--- config.mk ---
export PLATFORM = sky130hd
export DESIGN_NAME = pwc_param_write
export DESIGN_NICKNAME = d
export VERILOG_FILES = /design/src/rtl/pwc_pkg.sv /design/src/rtl/pwc_param_write.sv
export SDC_FILE = /design/constraint.sdc
export NUM_CORES = 2
export LEC_CHECK = 0
export BUFFER_PORTS_ARGS = -buffer_cell sky130_fd_sc_hd__buf_2
export CORE_MARGIN = 2
export CORE_UTILIZATION = 35
export CTS_BUF_LIST = sky130_fd_sc_hd__clkbuf_8 sky130_fd_sc_hd__clkbuf_16
export DETAILED_ROUTE_END_ITERATION = 16
export PLACE_DENSITY = 0.56
export SKIP_CTS_REPAIR_TIMING = 1
export SYNTH_ARGS = -nofsm -noshare
export SYNTH_HDL_FRONTEND = slang
export SYNTH_SLANG_ARGS = --single-unit
--- constraint.sdc ---
create_clock -name MCLK -period 7.1 [get_ports MCLK]
set_input_delay 1.42 -clock MCLK [delete_from_list [all_inputs] [get_ports MCLK]]
set_output_delay 1.42 -clock MCLK [all_outputs]
set_load 0.005 [all_outputs]
--- src/rtl/pwc_pkg.sv ---
// constants, frame layout and state type for the parameter write handler
// assumes byte framing and inter-frame silence detection are done upstream
package pwc_pkg;
  // ---------------------------------------------------------------
  // command codes and exception answers
  // ---------------------------------------------------------------
  localparam logic [7:0]  CMD_WR1    = 8'h06;
  localparam logic [7:0]  CMD_WR1_NR = 8'h41;
  localparam logic [7:0]  CMD_WRN    = 8'h10;
  localparam logic [7:0]  CMD_WRN_NR = 8'h43;
  localparam logic [7:0]  EXC_FLAG   = 8'h80;
  localparam logic [7:0]  EXC_FUNC   = 8'h01;
  localparam logic [7:0]  EXC_ADDR   = 8'h02;
  localparam logic [7:0]  EXC_DATA   = 8'h03;
  // ---------------------------------------------------------------
  // frame check
  // ---------------------------------------------------------------
  localparam logic [15:0] CRC_INIT   = 16'hffff;
  localparam logic [15:0] CRC_POLY   = 16'ha001;
  // ---------------------------------------------------------------
  // frame layout, byte offsets
  // ---------------------------------------------------------------
  localparam int          BUF_DEPTH  = 64;
  localparam int          OFS_SLAVE  = 0;
  localparam int          OFS_CMD    = 1;
  localparam int          OFS_ADDR   = 2;
  localparam int          OFS_CNT    = 4;
  localparam int          OFS_BCNT   = 6;
  localparam logic [5:0]  OFS_VAL1   = 6'h04;
  localparam logic [5:0]  OFS_DATA   = 6'h07;
  localparam logic [6:0]  LEN_SINGLE = 7'h08;
  localparam logic [6:0]  LEN_OVH    = 7'h09;
  localparam logic [6:0]  LEN_MIN    = 7'h04;
  localparam int          MODE_BIT   = 15;
  localparam logic [15:0] HALF_ONES  = 16'hffff;
  localparam logic [15:0] HALF_ZERO  = 16'h0000;
  localparam logic [3:0]  ECHO_LEN   = 4'h6;
  localparam logic [3:0]  EXC_LEN    = 4'h3;
  // ---------------------------------------------------------------
  // reset values
  // ---------------------------------------------------------------
  localparam logic [15:0] CRC_RST    = 16'hffff;
  localparam logic [6:0]  CNT_RST    = 7'h00;
  // ---------------------------------------------------------------
  // sequencer states
  // ---------------------------------------------------------------
  typedef enum logic [2:0] {
    ST_IDLE  = 3'h0,
    ST_PARSE = 3'h1,
    ST_CHK   = 3'h2,
    ST_NEXT  = 3'h3,
    ST_RESP  = 3'h4
  } pwc_state_t;
endpackage : pwc_pkg

--- src/rtl/pwc_param_write.sv ---
// parameter write command handler: frame receive, check, commit, answer
// assumes RX bytes arrive one per RX_VALID and RX_END pulses after the
// last byte of a frame; PA_* attributes follow PW_ADDR within one cycle
//
// Functional notes
// codes 06/41 write one 16-bit parameter only
// single write with address top bit: address exception
// host uses 16-bit mode only within 16-bit range
// long signed target: extend upper half from bit 15
// commit only if in range and changeable
// unsigned targets never extended, upper half ignored
// codes 10/43 write consecutive parameters, both modes
// 32-bit mode: each value is four data bytes
// address top bit selects 32-bit mode, then stripped
// 32-bit mode register count is twice parameters
// multi frame: addr, code, start, count, bytes, data, crc
// success answer echoes six bytes plus fresh check
// failed write answers with an exception frame
// 32-bit mode writes any length if valid
// function class: one bad value blocks all
// control class: commit up to first bad one
// codes 06/10 retention follows retention select
// signed class and unsigned class handled apart
// check is reflected crc16, init ffff, poly a001
// bad check frames dropped without any write
`timescale 1ns/100ps
`default_nettype none
module pwc_param_write (
  input  wire logic        MCLK,
  input  wire logic        RSTN,
  input  wire logic [7:0]  SLAVE_ADDR,
  input  wire logic        RX_VALID,
  input  wire logic [7:0]  RX_DATA,
  input  wire logic        RX_END,
  output var  logic [7:0]  TX_DATA,
  output var  logic        TX_VALID,
  output var  logic        TX_LAST,
  input  wire logic        TX_READY,
  output var  logic [15:0] PW_ADDR,
  output var  logic [31:0] PW_DATA,
  output var  logic        PW_WE,
  output var  logic        PW_RETAIN,
  input  wire logic        PA_SIGNED,
  input  wire logic        PA_LONG,
  input  wire logic        PA_CTRL,
  input  wire logic        PA_WRITABLE,
  input  wire logic [31:0] PA_MIN,
  input  wire logic [31:0] PA_MAX,
  input  wire logic        POWER_LOSS_RETENTION_SELECT,
  output var  logic        BUSY
);
  // ---------------------------------------------------------------
  // reset release
  // ---------------------------------------------------------------
  logic rst_s1_r;
  logic rst_n;
  always_ff @(posedge MCLK or negedge RSTN)
  begin
    if (!RSTN)
    begin
      rst_s1_r <= 1'b0;
      rst_n    <= 1'b0;
    end
    else
    begin
      rst_s1_r <= 1'b1;
      rst_n    <= rst_s1_r;
    end
  end

  function automatic logic [15:0] crc_step(input logic [15:0] c, input logic [7:0] b);
    logic [15:0] r;
    r = c ^ {8'h00, b};
    for (int i = 0; i < 8; i++)
      r = r[0] ? ((r >> 1) ^ pwc_pkg::CRC_POLY) : (r >> 1);
    return r;
  endfunction : crc_step

  // ---------------------------------------------------------------
  // state
  // ---------------------------------------------------------------
  logic [7:0]          bufm [0:pwc_pkg::BUF_DEPTH-1];
  pwc_pkg::pwc_state_t st_r, st_nxt;
  logic [6:0]          cnt_r, cnt_nxt;
  logic                ovf_r, ovf_nxt;
  logic [15:0]         crc_r, crc_nxt;
  logic                buf_we;
  logic                mode32_r, mode32_nxt;
  logic                val_r, val_nxt;
  logic                first_r, first_nxt;
  logic                ctrl_r, ctrl_nxt;
  logic [5:0]          idx_r, idx_nxt;
  logic [6:0]          n_r, n_nxt;
  logic [6:0]          np_r, np_nxt;
  logic [14:0]         start_r, start_nxt;
  logic                exc_r, exc_nxt;
  logic [7:0]          code_r, code_nxt;
  logic [3:0]          t_r, t_nxt;
  logic [15:0]         txc_r, txc_nxt;
  logic [7:0]          tx_data_nxt;
  logic                tx_valid_nxt, tx_last_nxt;
  logic [15:0]         pw_addr_nxt;
  logic [31:0]         pw_data_nxt;
  logic                pw_we_nxt, pw_ret_nxt, busy_nxt;

  // decoded frame fields
  logic [7:0]  cmd;
  logic [15:0] f_addr, f_cnt;
  logic [7:0]  f_bcnt;
  logic        is_single, is_multi;
  assign cmd       = bufm[pwc_pkg::OFS_CMD];
  assign f_addr    = {bufm[pwc_pkg::OFS_ADDR], bufm[pwc_pkg::OFS_ADDR+1]};
  assign f_cnt     = {bufm[pwc_pkg::OFS_CNT], bufm[pwc_pkg::OFS_CNT+1]};
  assign f_bcnt    = bufm[pwc_pkg::OFS_BCNT];
  assign is_single = (cmd == pwc_pkg::CMD_WR1) || (cmd == pwc_pkg::CMD_WR1_NR);
  assign is_multi  = (cmd == pwc_pkg::CMD_WRN) || (cmd == pwc_pkg::CMD_WRN_NR);

  // ---------------------------------------------------------------
  // value shaping and range check
  // ---------------------------------------------------------------
  logic [15:0] w16;
  logic [31:0] w32, wval;
  logic        in_rng, ok, cls;
  always_comb
  begin
    w16 = {bufm[idx_r], bufm[idx_r + 6'h01]};
    w32 = {w16, bufm[idx_r + 6'h02], bufm[idx_r + 6'h03]};
    if (mode32_r)
      wval = w32;
    else if (PA_SIGNED && w16[15])
      wval = {pwc_pkg::HALF_ONES, w16};
    else
      wval = {pwc_pkg::HALF_ZERO, w16};
    if (PA_SIGNED)
      in_rng = ($signed(wval) >= $signed(PA_MIN)) && ($signed(wval) <= $signed(PA_MAX));
    else
      in_rng = (wval >= PA_MIN) && (wval <= PA_MAX);
    ok  = in_rng && PA_WRITABLE;
    cls = first_r ? PA_CTRL : ctrl_r;
  end

  // ---------------------------------------------------------------
  // sequencer next values
  // ---------------------------------------------------------------
  logic [6:0] params;
  logic       good, len_ok;
  logic [3:0] blen;
  always_comb
  begin
    st_nxt = st_r; cnt_nxt = cnt_r; ovf_nxt = ovf_r; crc_nxt = crc_r; buf_we = 1'b0;
    mode32_nxt = mode32_r; val_nxt = val_r; first_nxt = first_r; ctrl_nxt = ctrl_r;
    idx_nxt = idx_r; n_nxt = n_r; np_nxt = np_r; start_nxt = start_r;
    exc_nxt = exc_r; code_nxt = code_r; t_nxt = t_r; txc_nxt = txc_r;
    tx_data_nxt = TX_DATA; tx_valid_nxt = TX_VALID; tx_last_nxt = TX_LAST;
    pw_addr_nxt = PW_ADDR; pw_data_nxt = PW_DATA; pw_we_nxt = 1'b0; pw_ret_nxt = PW_RETAIN;
    // the mode bit of the frame itself, not the previous frame's mode
    params = f_cnt[6:0] >> f_addr[pwc_pkg::MODE_BIT];
    good   = (crc_r == 16'h0000) && !ovf_r && (cnt_r >= pwc_pkg::LEN_MIN)
             && (bufm[pwc_pkg::OFS_SLAVE] == SLAVE_ADDR);
    len_ok = 1'b0;
    blen   = exc_r ? pwc_pkg::EXC_LEN : pwc_pkg::ECHO_LEN;
    case (st_r)
      pwc_pkg::ST_IDLE:
      begin
        if (RX_VALID)
        begin
          crc_nxt = crc_step(crc_r, RX_DATA);
          if (cnt_r < 7'(pwc_pkg::BUF_DEPTH))
          begin
            buf_we  = 1'b1;
            cnt_nxt = cnt_r + 7'h01;
          end
          else
            ovf_nxt = 1'b1;
        end
        else if (RX_END)
          st_nxt = pwc_pkg::ST_PARSE;
      end
      pwc_pkg::ST_PARSE:
      begin
        cnt_nxt = pwc_pkg::CNT_RST;
        crc_nxt = pwc_pkg::CRC_RST;
        ovf_nxt = 1'b0;
        first_nxt = 1'b1;
        exc_nxt = 1'b0;
        st_nxt = pwc_pkg::ST_RESP;
        if (!good)
          st_nxt = pwc_pkg::ST_IDLE;
        else if (is_single)
        begin
          mode32_nxt = 1'b0;
          if (cnt_r != pwc_pkg::LEN_SINGLE)
          begin
            exc_nxt  = 1'b1;
            code_nxt = pwc_pkg::EXC_DATA;
          end
          else if (f_addr[pwc_pkg::MODE_BIT])
          begin
            exc_nxt  = 1'b1;
            code_nxt = pwc_pkg::EXC_ADDR;
          end
          else
          begin
            val_nxt = 1'b0;
            idx_nxt = pwc_pkg::OFS_VAL1;
            n_nxt = 7'h01;
            np_nxt = 7'h01;
            start_nxt = f_addr[14:0];
            pw_addr_nxt = f_addr;
            st_nxt = pwc_pkg::ST_CHK;
          end
        end
        else if (is_multi)
        begin
          mode32_nxt = f_addr[pwc_pkg::MODE_BIT];
          len_ok = (cnt_r == pwc_pkg::LEN_OVH + f_bcnt[6:0]) && (f_cnt != 16'h0000)
                   && (f_bcnt < 8'(pwc_pkg::BUF_DEPTH))
                   && ({f_cnt[14:0], 1'b0} == {8'h00, f_bcnt})
                   && !(mode32_nxt && f_cnt[0]);
          if (!len_ok)
          begin
            exc_nxt  = 1'b1;
            code_nxt = pwc_pkg::EXC_DATA;
          end
          else
          begin
            val_nxt = 1'b1;
            idx_nxt = pwc_pkg::OFS_DATA;
            n_nxt = params;
            np_nxt = params;
            start_nxt = f_addr[14:0];
            pw_addr_nxt = {1'b0, f_addr[14:0]};
            st_nxt = pwc_pkg::ST_CHK;
          end
        end
        else
        begin
          exc_nxt  = 1'b1;
          code_nxt = pwc_pkg::EXC_FUNC;
        end
        t_nxt   = 4'h0;
        txc_nxt = pwc_pkg::CRC_INIT;
      end
      pwc_pkg::ST_CHK:
      begin
        first_nxt = 1'b0;
        ctrl_nxt  = cls;
        val_nxt   = val_r && !cls;
        if (!ok)
        begin
          // earlier control-class commits stay; nothing here is written
          exc_nxt  = 1'b1;
          code_nxt = pwc_pkg::EXC_DATA;
          st_nxt   = pwc_pkg::ST_RESP;
        end
        else
        begin
          if (!(val_r && !cls))
          begin
            pw_we_nxt   = 1'b1;
            pw_data_nxt = wval;
            pw_ret_nxt  = ((cmd == pwc_pkg::CMD_WR1) || (cmd == pwc_pkg::CMD_WRN))
                          && POWER_LOSS_RETENTION_SELECT;
          end
          st_nxt = pwc_pkg::ST_NEXT;
        end
      end
      pwc_pkg::ST_NEXT:
      begin
        st_nxt = pwc_pkg::ST_CHK;
        if (n_r == 7'h01)
        begin
          if (val_r)
          begin
            // all values passed the dry run, now write them for real
            val_nxt = 1'b0;
            idx_nxt = pwc_pkg::OFS_DATA;
            n_nxt = np_r;
            pw_addr_nxt = {1'b0, start_r};
          end
          else
            st_nxt = pwc_pkg::ST_RESP;
        end
        else
        begin
          n_nxt = n_r - 7'h01;
          idx_nxt = idx_r + (mode32_r ? 6'h04 : 6'h02);
          pw_addr_nxt = PW_ADDR + 16'h0001;
        end
      end
      pwc_pkg::ST_RESP:
      begin
        if (!TX_VALID || TX_READY)
        begin
          if (t_r < blen + 4'h2)
          begin
            if (t_r < blen)
            begin
              if (exc_r && t_r == 4'h1)
                tx_data_nxt = cmd | pwc_pkg::EXC_FLAG;
              else if (exc_r && t_r == 4'h2)
                tx_data_nxt = code_r;
              else
                tx_data_nxt = bufm[t_r];
              txc_nxt = crc_step(txc_r, tx_data_nxt);
            end
            else
              tx_data_nxt = (t_r == blen) ? txc_r[7:0] : txc_r[15:8];
            tx_valid_nxt = 1'b1;
            tx_last_nxt  = (t_r == blen + 4'h1);
            t_nxt = t_r + 4'h1;
          end
          else
          begin
            tx_valid_nxt = 1'b0;
            tx_last_nxt  = 1'b0;
            st_nxt = pwc_pkg::ST_IDLE;
          end
        end
      end
      default:
        st_nxt = pwc_pkg::ST_IDLE;
    endcase
    busy_nxt = (st_nxt != pwc_pkg::ST_IDLE);
  end

  // ---------------------------------------------------------------
  // registers
  // ---------------------------------------------------------------
  always_ff @(posedge MCLK)
  begin
    if (buf_we)
      bufm[cnt_r[5:0]] <= RX_DATA;
  end

  always_ff @(posedge MCLK or negedge rst_n)
  begin
    if (!rst_n)
    begin
      st_r <= pwc_pkg::ST_IDLE; cnt_r <= pwc_pkg::CNT_RST; ovf_r <= 1'b0;
      crc_r <= pwc_pkg::CRC_RST; mode32_r <= 1'b0; val_r <= 1'b0; first_r <= 1'b0;
      ctrl_r <= 1'b0; idx_r <= 6'h00; n_r <= 7'h00; np_r <= 7'h00; start_r <= 15'h0000;
      exc_r <= 1'b0; code_r <= 8'h00; t_r <= 4'h0; txc_r <= pwc_pkg::CRC_RST;
      TX_DATA <= 8'h00; TX_VALID <= 1'b0; TX_LAST <= 1'b0;
      PW_ADDR <= 16'h0000; PW_DATA <= 32'h0000_0000; PW_WE <= 1'b0;
      PW_RETAIN <= 1'b0; BUSY <= 1'b0;
    end
    else
    begin
      st_r <= st_nxt; cnt_r <= cnt_nxt; ovf_r <= ovf_nxt; crc_r <= crc_nxt;
      mode32_r <= mode32_nxt; val_r <= val_nxt; first_r <= first_nxt; ctrl_r <= ctrl_nxt;
      idx_r <= idx_nxt; n_r <= n_nxt; np_r <= np_nxt; start_r <= start_nxt;
      exc_r <= exc_nxt; code_r <= code_nxt; t_r <= t_nxt; txc_r <= txc_nxt;
      TX_DATA <= tx_data_nxt; TX_VALID <= tx_valid_nxt; TX_LAST <= tx_last_nxt;
      PW_ADDR <= pw_addr_nxt; PW_DATA <= pw_data_nxt; PW_WE <= pw_we_nxt;
      PW_RETAIN <= pw_ret_nxt; BUSY <= busy_nxt;
    end
  end

  // ---------------------------------------------------------------
  // assertions
  // ---------------------------------------------------------------
  property p_single_16;
    @(posedge MCLK) disable iff (!rst_n) PW_WE && is_single |-> !mode32_r;
  endproperty
  a_single_16: assert property (p_single_16) else $error("single write in 32-bit mode");

  property p_addr_exc;
    @(posedge MCLK) disable iff (!rst_n)
      st_r == pwc_pkg::ST_PARSE && good && is_single && cnt_r == pwc_pkg::LEN_SINGLE
      && f_addr[pwc_pkg::MODE_BIT] |=> exc_r && code_r == pwc_pkg::EXC_ADDR && !PW_WE [*3];
  endproperty
  a_addr_exc: assert property (p_addr_exc) else $error("top address bit not refused");

  property p_sign_ext;
    @(posedge MCLK) disable iff (!rst_n)
      PW_WE && !mode32_r && PA_SIGNED |-> PW_DATA[31:16] == {16{PW_DATA[15]}};
  endproperty
  a_sign_ext: assert property (p_sign_ext) else $error("signed value not extended");

  property p_writable;
    @(posedge MCLK) disable iff (!rst_n) PW_WE |-> $past(ok) && $past(PA_WRITABLE);
  endproperty
  a_writable: assert property (p_writable) else $error("write to locked parameter");

  property p_unsigned;
    @(posedge MCLK) disable iff (!rst_n)
      PW_WE && !mode32_r && !PA_SIGNED |-> PW_DATA[31:16] == pwc_pkg::HALF_ZERO;
  endproperty
  a_unsigned: assert property (p_unsigned) else $error("unsigned value extended");

  property p_strip;
    @(posedge MCLK) disable iff (!rst_n) PW_WE |-> !PW_ADDR[pwc_pkg::MODE_BIT];
  endproperty
  a_strip: assert property (p_strip) else $error("mode bit left in address");

  property p_crc_drop;
    @(posedge MCLK) disable iff (!rst_n)
      st_r == pwc_pkg::ST_PARSE && crc_r != 16'h0000 |=> st_r == pwc_pkg::ST_IDLE && !PW_WE;
  endproperty
  a_crc_drop: assert property (p_crc_drop) else $error("bad check frame acted on");

  property p_retain;
    @(posedge MCLK) disable iff (!rst_n)
      PW_WE && (cmd == pwc_pkg::CMD_WR1_NR || cmd == pwc_pkg::CMD_WRN_NR) |-> !PW_RETAIN;
  endproperty
  a_retain: assert property (p_retain) else $error("retention on volatile code");

  property p_atomic;
    @(posedge MCLK) disable iff (!rst_n)
      st_r == pwc_pkg::ST_CHK && val_r && !cls && !ok |=> !PW_WE ##1 exc_r;
  endproperty
  a_atomic: assert property (p_atomic) else $error("partial function write");
endmodule : pwc_param_write
`default_nettype wire

; ---- Word level (Yosys, flattened, before mapping)
; Memory sizes are Yosys's and may differ from the RTL's.
; Cells that the tools add are included.
[totals]
reg_bits = 158
ram_bits = 512
input_bits = 90
output_inout_bits = 61
wordCells = 279
mem_count = 1
[memory_table]
columns = name, words, width, read_ports, rd_clocked_by_memory_dff, wr, line_no
row1 = bufm, 64, 8, 12, 0, 1, pwc_param_write.sv:82  ; logic [7:0] bufm [0:pwc_pkg::BUF_DEPTH-1];
[op_classes]
addsub = 11
n_lt_le_gt_ge = 9
eq_ne = 35
n_shift = 1
mux = 128
n_bitwise = 19
reduce_logical = 49
[op_table]
columns = op, count
row1 = $mux W16, 28
row2 = $mux W8, 15
row3 = $pmux W16 S2, 3
row4 = $mux W15, 5
row5 = $mux W7, 10
row6 = $ge A32 B32 Y1, 2
row7 = $le A32 B32 Y1, 2
row8 = $mux W32, 2
row9 = $mux W6, 8
row10 = $not A2 Y3, 16
row11 = $mux W3, 15
row12 = $xor A16 B8 Y16, 2
row13 = $mux W1, 30
row14 = $pmux W7 S2, 2
row15 = $ne A2 B2 Y1 const B, 11
row16 = $reduce_and A3 Y1, 6
row17 = $add A16 B1 Y16 const B, 1
row18 = $eq A16 B8 Y1, 1
row19 = $eq A8 B7 Y1 const B, 2
row20 = $logic_and A1 B1 Y1, 16
row21 = $logic_not A16 Y1, 1
row22 = $pmux W8 S2, 1
row23 = $reduce_bool A16 Y1, 1
row24 = $ne A3 B3 Y1 const B, 5
row25 = 46 further kinds, 67

; ---- Logic depth before layout (Yosys ltp)
[depth]
word_depth = 29
mapped_depth = 30
ltp_nobuf = 19

; ---- Worst setup path after synthesis
; Ideal clock, no wire load.
[synth_path]
path_kind = flip-flop to flip-flop
from = register idx_r[0]
to = register PW_DATA[23]
setup_ns = 0.125
arrival_ns = 6.937
required_time_ns = 6.975
setup_slack_ns = 0.038
path_stages_with_launch = 30
path_buffers = 12
period_less_slack_ns = 7.062
path_cell_list = dfrtp_1 -> buf_6 -> buf_6 -> buf_2 -> buf_2 -> buf_2 -> buf_2 -> inv_1 -> ha_1 -> clkbuf_1 -> buf_2 -> buf_2 -> clkbuf_1 -> mux4_2 -> mux4_2 -> mux4_2 -> a21o_1 -> ha_1 -> a21oi_1 -> o21ai_0 -> nand3_1 -> a21oi_1 -> a211o_1 -> a21oi_1 -> mux2i_1 -> a32oi_1 -> and3_1 -> clkbuf_1 -> clkbuf_1 -> mux2_2
[synth_via]
elab_chain_len = 9
word_cells_on_any_way = 16
cone_classes = add/sub (3) / order compare (4) / mux (3) / reduce/logical (5) / memory (1)
[synth_rtl]
columns = item, line_no
row1 = "start, declared", pwc_param_write.sv:92  ; logic [5:0] idx_r, idx_nxt;
row2 = "start signal, assigned", pwc_param_write.sv:352  ; idx_r <= idx_nxt; n_r <= n_nxt; np_r <= np_nxt; start_r <= start_nxt;
row3 = $mem_v2 Z64 W8 *, --
row4 = $logic_and A1 B1 Y1, pwc_param_write.sv:130  ; else if (PA_SIGNED && w16[15])
row5 = $mux W32, pwc_param_write.sv:130
row6 = $mux W32 *, pwc_param_write.sv:128  ; if (mode32_r)
row7 = via wval[19], pwc_param_write.sv:122  ; logic [31:0] w32, wval;
row8 = "$ge A32 B32 Y1, or another cell as far along", pwc_param_write.sv:137  ; in_rng = (wval >= PA_MIN) && (wval <= PA_MAX);
row9 = $logic_and A1 B1 Y1 (on tied branches), "pwc_param_write.sv:137, pwc_param_write.sv:135"
row10 = $mux W1 *, pwc_param_write.sv:134  ; if (PA_SIGNED)
row11 = $logic_and A1 B1 Y1 *, pwc_param_write.sv:138  ; ok = in_rng && PA_WRITABLE;
row12 = $reduce_and A3 Y1 (no line) *, --
row13 = "end signal, assigned", pwc_param_write.sv:355  ; PW_ADDR <= pw_addr_nxt; PW_DATA <= pw_data_nxt; PW_WE <= pw_we_nxt;
row14 = "end, declared", pwc_param_write.sv:40  ; output var logic [31:0] PW_DATA,
; Mark *: on every way through the listed nets, which the timed path passes. The rest lies on a longest branch.
; A chain may end at the register's enable or synchronous reset.

; ---- Worst setup path in the final report
[layout_path]
from = register idx_r[0]
to = register PW_DATA[9]
; Same word-level chain as after synthesis.

==> summary.txt <==
Floorplan
  • Initial core utilization: 35.4%
  • Row count: between 100 and 150
  • Die X: 355 um
  • Die area: 126,000 um^2
  • Core area: 122,000 um^2
  • Die Y: between 300 and 400 um
  • I/O pins: 151

GRT
  • Largest net degree at the start of global routing: ~140
  • Vias in the first global route: 28,800
  • First-pass GRT wire length: 208,000 um
  • Initial antenna violation count: 9
  • GRT Total Usage: 22.6%
  • Total gr overflow: 0

Setup path
  • Crit path buf inv count: 6
  • Critical Path Slowest Stage Cell: a311oi_1
  • Worst setup SP type: flip-flop
  • Worst setup path start: idx_r[0]
  • Critical path arrival: ~7.2 ns
  • Cell chain of the critical path: buf_12, buf_12, mux2_2, o21ai_0, a21oi_1, nor4_1, a311oi_1, o32ai_1, buf_4, nor3b_2, buf_4, a21o_1, ha_1, a21o_1, a21o_1, a21oi_1, o21ai_0, a21oi_1, mux2i_1, a32oi_1, buf_4, and3_2, buf_12, mux2_2
  • Critical Path RT: 7.62 ns
  • Reg2Reg Launch Point: idx_r[0]
  • Critical path capture point type: flip-flop
  • Max stage delay on crit path: around 0.77 ns
  • Crit path max-delay family: compound AO/OA/AOI/OAI gates
  • Crit Path Class: reg -> reg
  • Critical path peak fanout: between 90 and 100

Synthesis
  • Post-Syn Area: between 40,000 and 50,000 um^2
  • Sequential area share after synthesis: 44.5%
  • Commonest register cell after synthesis: edfxtp_1
  • Synth top area share: 35.6%
  • Syn nets: 2,936
  • Post-synth EDFFs: 512
  • Cells after Synth: 2,762
  • Area contributors post-synth: edfxtp_1, mux4_2, dfrtp_1
  • Number of synthesized register bits: 664
  • Synth cell types: ~70
  • Fraction of registers with async set/reset: 22.9%
  • Mean Syn Cell Area: 15.6 um^2
  • Yosys top cell by area: edfxtp_1
  • Ys Warns: 0

STA
  • RSZ-0062 raised after global routing: no
  • Final Max Tran Viols: 0
  • Fin. Hold Viols: 0
  • Clock Skew: 0.0433 ns
  • Max-slew headroom: under 10%
  • Period utilisation layout: 93.8%
  • Setup TNS: 0 ns
  • Peak Freq: 150 MHz
  • Worst-Margin Slew: between 1 and 1.5 ns
  • Fin Hold WS: 0.212 ns
  • Setup violations, final: 0
  • Minimum clock period: 6.66 ns

Power and ir drop
  • Max VDD drop: around 0.16 mV
  • Sequential share of power: 40.5%
  • Sw Share: 27.4%
  • Sw Pwr: 2.98 mW
  • Clock power share: 37.7%
  • Pwr Density: ~220 nW/um^2
  • Gate power share: about 22%
  • Design Power: 10.9 mW
  • Internal power: ~7.9 mW
  • Leakage: around 17 nW

Place
  • Placer Congestion: 0.926
  • Number of buffers added on ports: 149
  • Placed wire-length estimate: 101,000 um
  • Placed Cells: between 4,000 and 5,000

Cells and area
  • Core Util, Final: 39.9%
  • Share of cells above drive strength 1: around two fifths
  • Nets: just over 3,000
  • Cell Count, Final, Fillers Out: 4,563
  • Area grow syn2layout: 12.8%
  • Commonest non-fill, non-tap cells in the layout: mux4_2, edfxtp_1, nor2_1
  • Commonest non-fill, non-tap cell in the layout: mux4_2

Detailed routing
  • Drt total wl: 143,000 um
  • DR pass1 iterations: 7
  • Routed length per placed instance: about 31 um
  • Vias per cell: roughly 6.4
  • Residual DRC count: 0
  • Post-DRT Antenna Nets: 0
  • Initial DRC Count: 4,060
  • Vias post-DR: slightly below 30,000

Clocking
  • Cts bufs inserted: 78
  • H-tree depth: 3
  • Root Buffer: clkbuf_16
  • Clk_lat worst skew: 0.66 ns
  • CTS tree: built
  • Register clock-pin slew on the reported worst setup and hold paths: 0.06 ns
  • Max Root-Sink Buffers: 3
  • CTS sink cnt: around 660

Run
  • Max_cap viols: 0

Status
  • Status: finished, final reports clean

Hold path
  • Hold Crit Class: reg -> async
==> power by group through the flow <==
stage	logic (mW)	registers (mW)	clock network [mW]
2_1_floorplan	1.71	4.43	0
3_3_place_gp	2.30	4.47	0
3_5_place_dp	2.34	4.48	0
4_1_cts	2.35	4.40	4.18
5_1_grt	2.50	4.41	4.33
6_report	2.36	4.40	4.10
==> final timing paths <==
kind,end,slack [ns],cells past startpoint
worst max register to register,PW_DATA[9],0.44,24
worst max-delay path,PW_DATA[9],0.44,24
max in group asynchronous,idx_r[2],5.53,1
worst min-delay path,np_r[2],0.21,0
worst min register to register,np_r[2],0.21,0
min in group MCLK,rst_n,0.35,0
==> cell families (layout without fill, tap and decap cells) <==
logic type | Yosys count | count (layout) | synth area share (%)
mux | 789 | 789 | 38.0
compound gates | 329 | 329 | 4.78
flops | 664 | 664 | 44.5
xor+xnor | 86 | 86 | 1.78
fa+ha+maj | 84 | 84 | 2.45
buf+inv | 311 | 485 | 3.10
simple gates | 498 | 498 | 5.29
other cells | 1 | 3 | 0.00869
==> Yosys cell counts (11+ instances only) <==
cell,number
mux4_2,674
clkbuf_1,127
ha_1,83
inv_1,77
a21o_1,33
buf_4,13
o21ai_0,92
mux2_2,66
mux2i_1,49
nor3b_1,17
nand3_1,24
and3_1,21
dfrtp_1,120
nor2_1,174
a22o_1,18
nand2_1,156
nand4_1,19
edfxtp_1,512
a21oi_1,94
nor4_1,11
nor3_1,25
xor2_1,38
buf_1,18
nor2b_1,13
dfstp_2,32
xnor2_1,47
buf_2,67
o22ai_1,13
==> state kept, by name (all words and copies together) (netlist names), 7 cells and up <==
name     count
PW_DATA     32
crc_r       16
np_r         7
start_r     15
TX_DATA      8
txc_r       16
n_r          7
PW_ADDR     16
bufm       512
cnt_r        7
==> through the flow <==
step / cell area, um^2 / setup WS [ns]
finish: 48700 / 0.440
global route: 48700 / 0.0497
CTS: 48700 / 0.327
detailed placement: 46100 / 0.353
global placement: 46100 / 0.404
floorplan: 43100 / 0.0383
==> cell type report <==
class | count | area (um^2)
Antenna cell | 2 | 5.00
Inverter | 81 | 304
Fill cell | 11000 | 73400
Clock inverter | 55 | 485
Timing Repair Buffer | 262 | 1810
Multi-Input combinational cell | 1787 | 22700
Tap cell | 1625 | 2030
Sequential cell | 664 | 19200
Clock buffer | 87 | 2120
==> metal layers <==
layer  up-vias  part of all wire (%)  track usage [%]
met2      2107                    47             35.8
met3       316                    11             5.36
met1     15300                    37             30.0
li1      11700                     -                -
met4         6                   4.6             9.15
met5         -                 0.027                0
No activity file was read; power rests on OpenSTA's default activity.
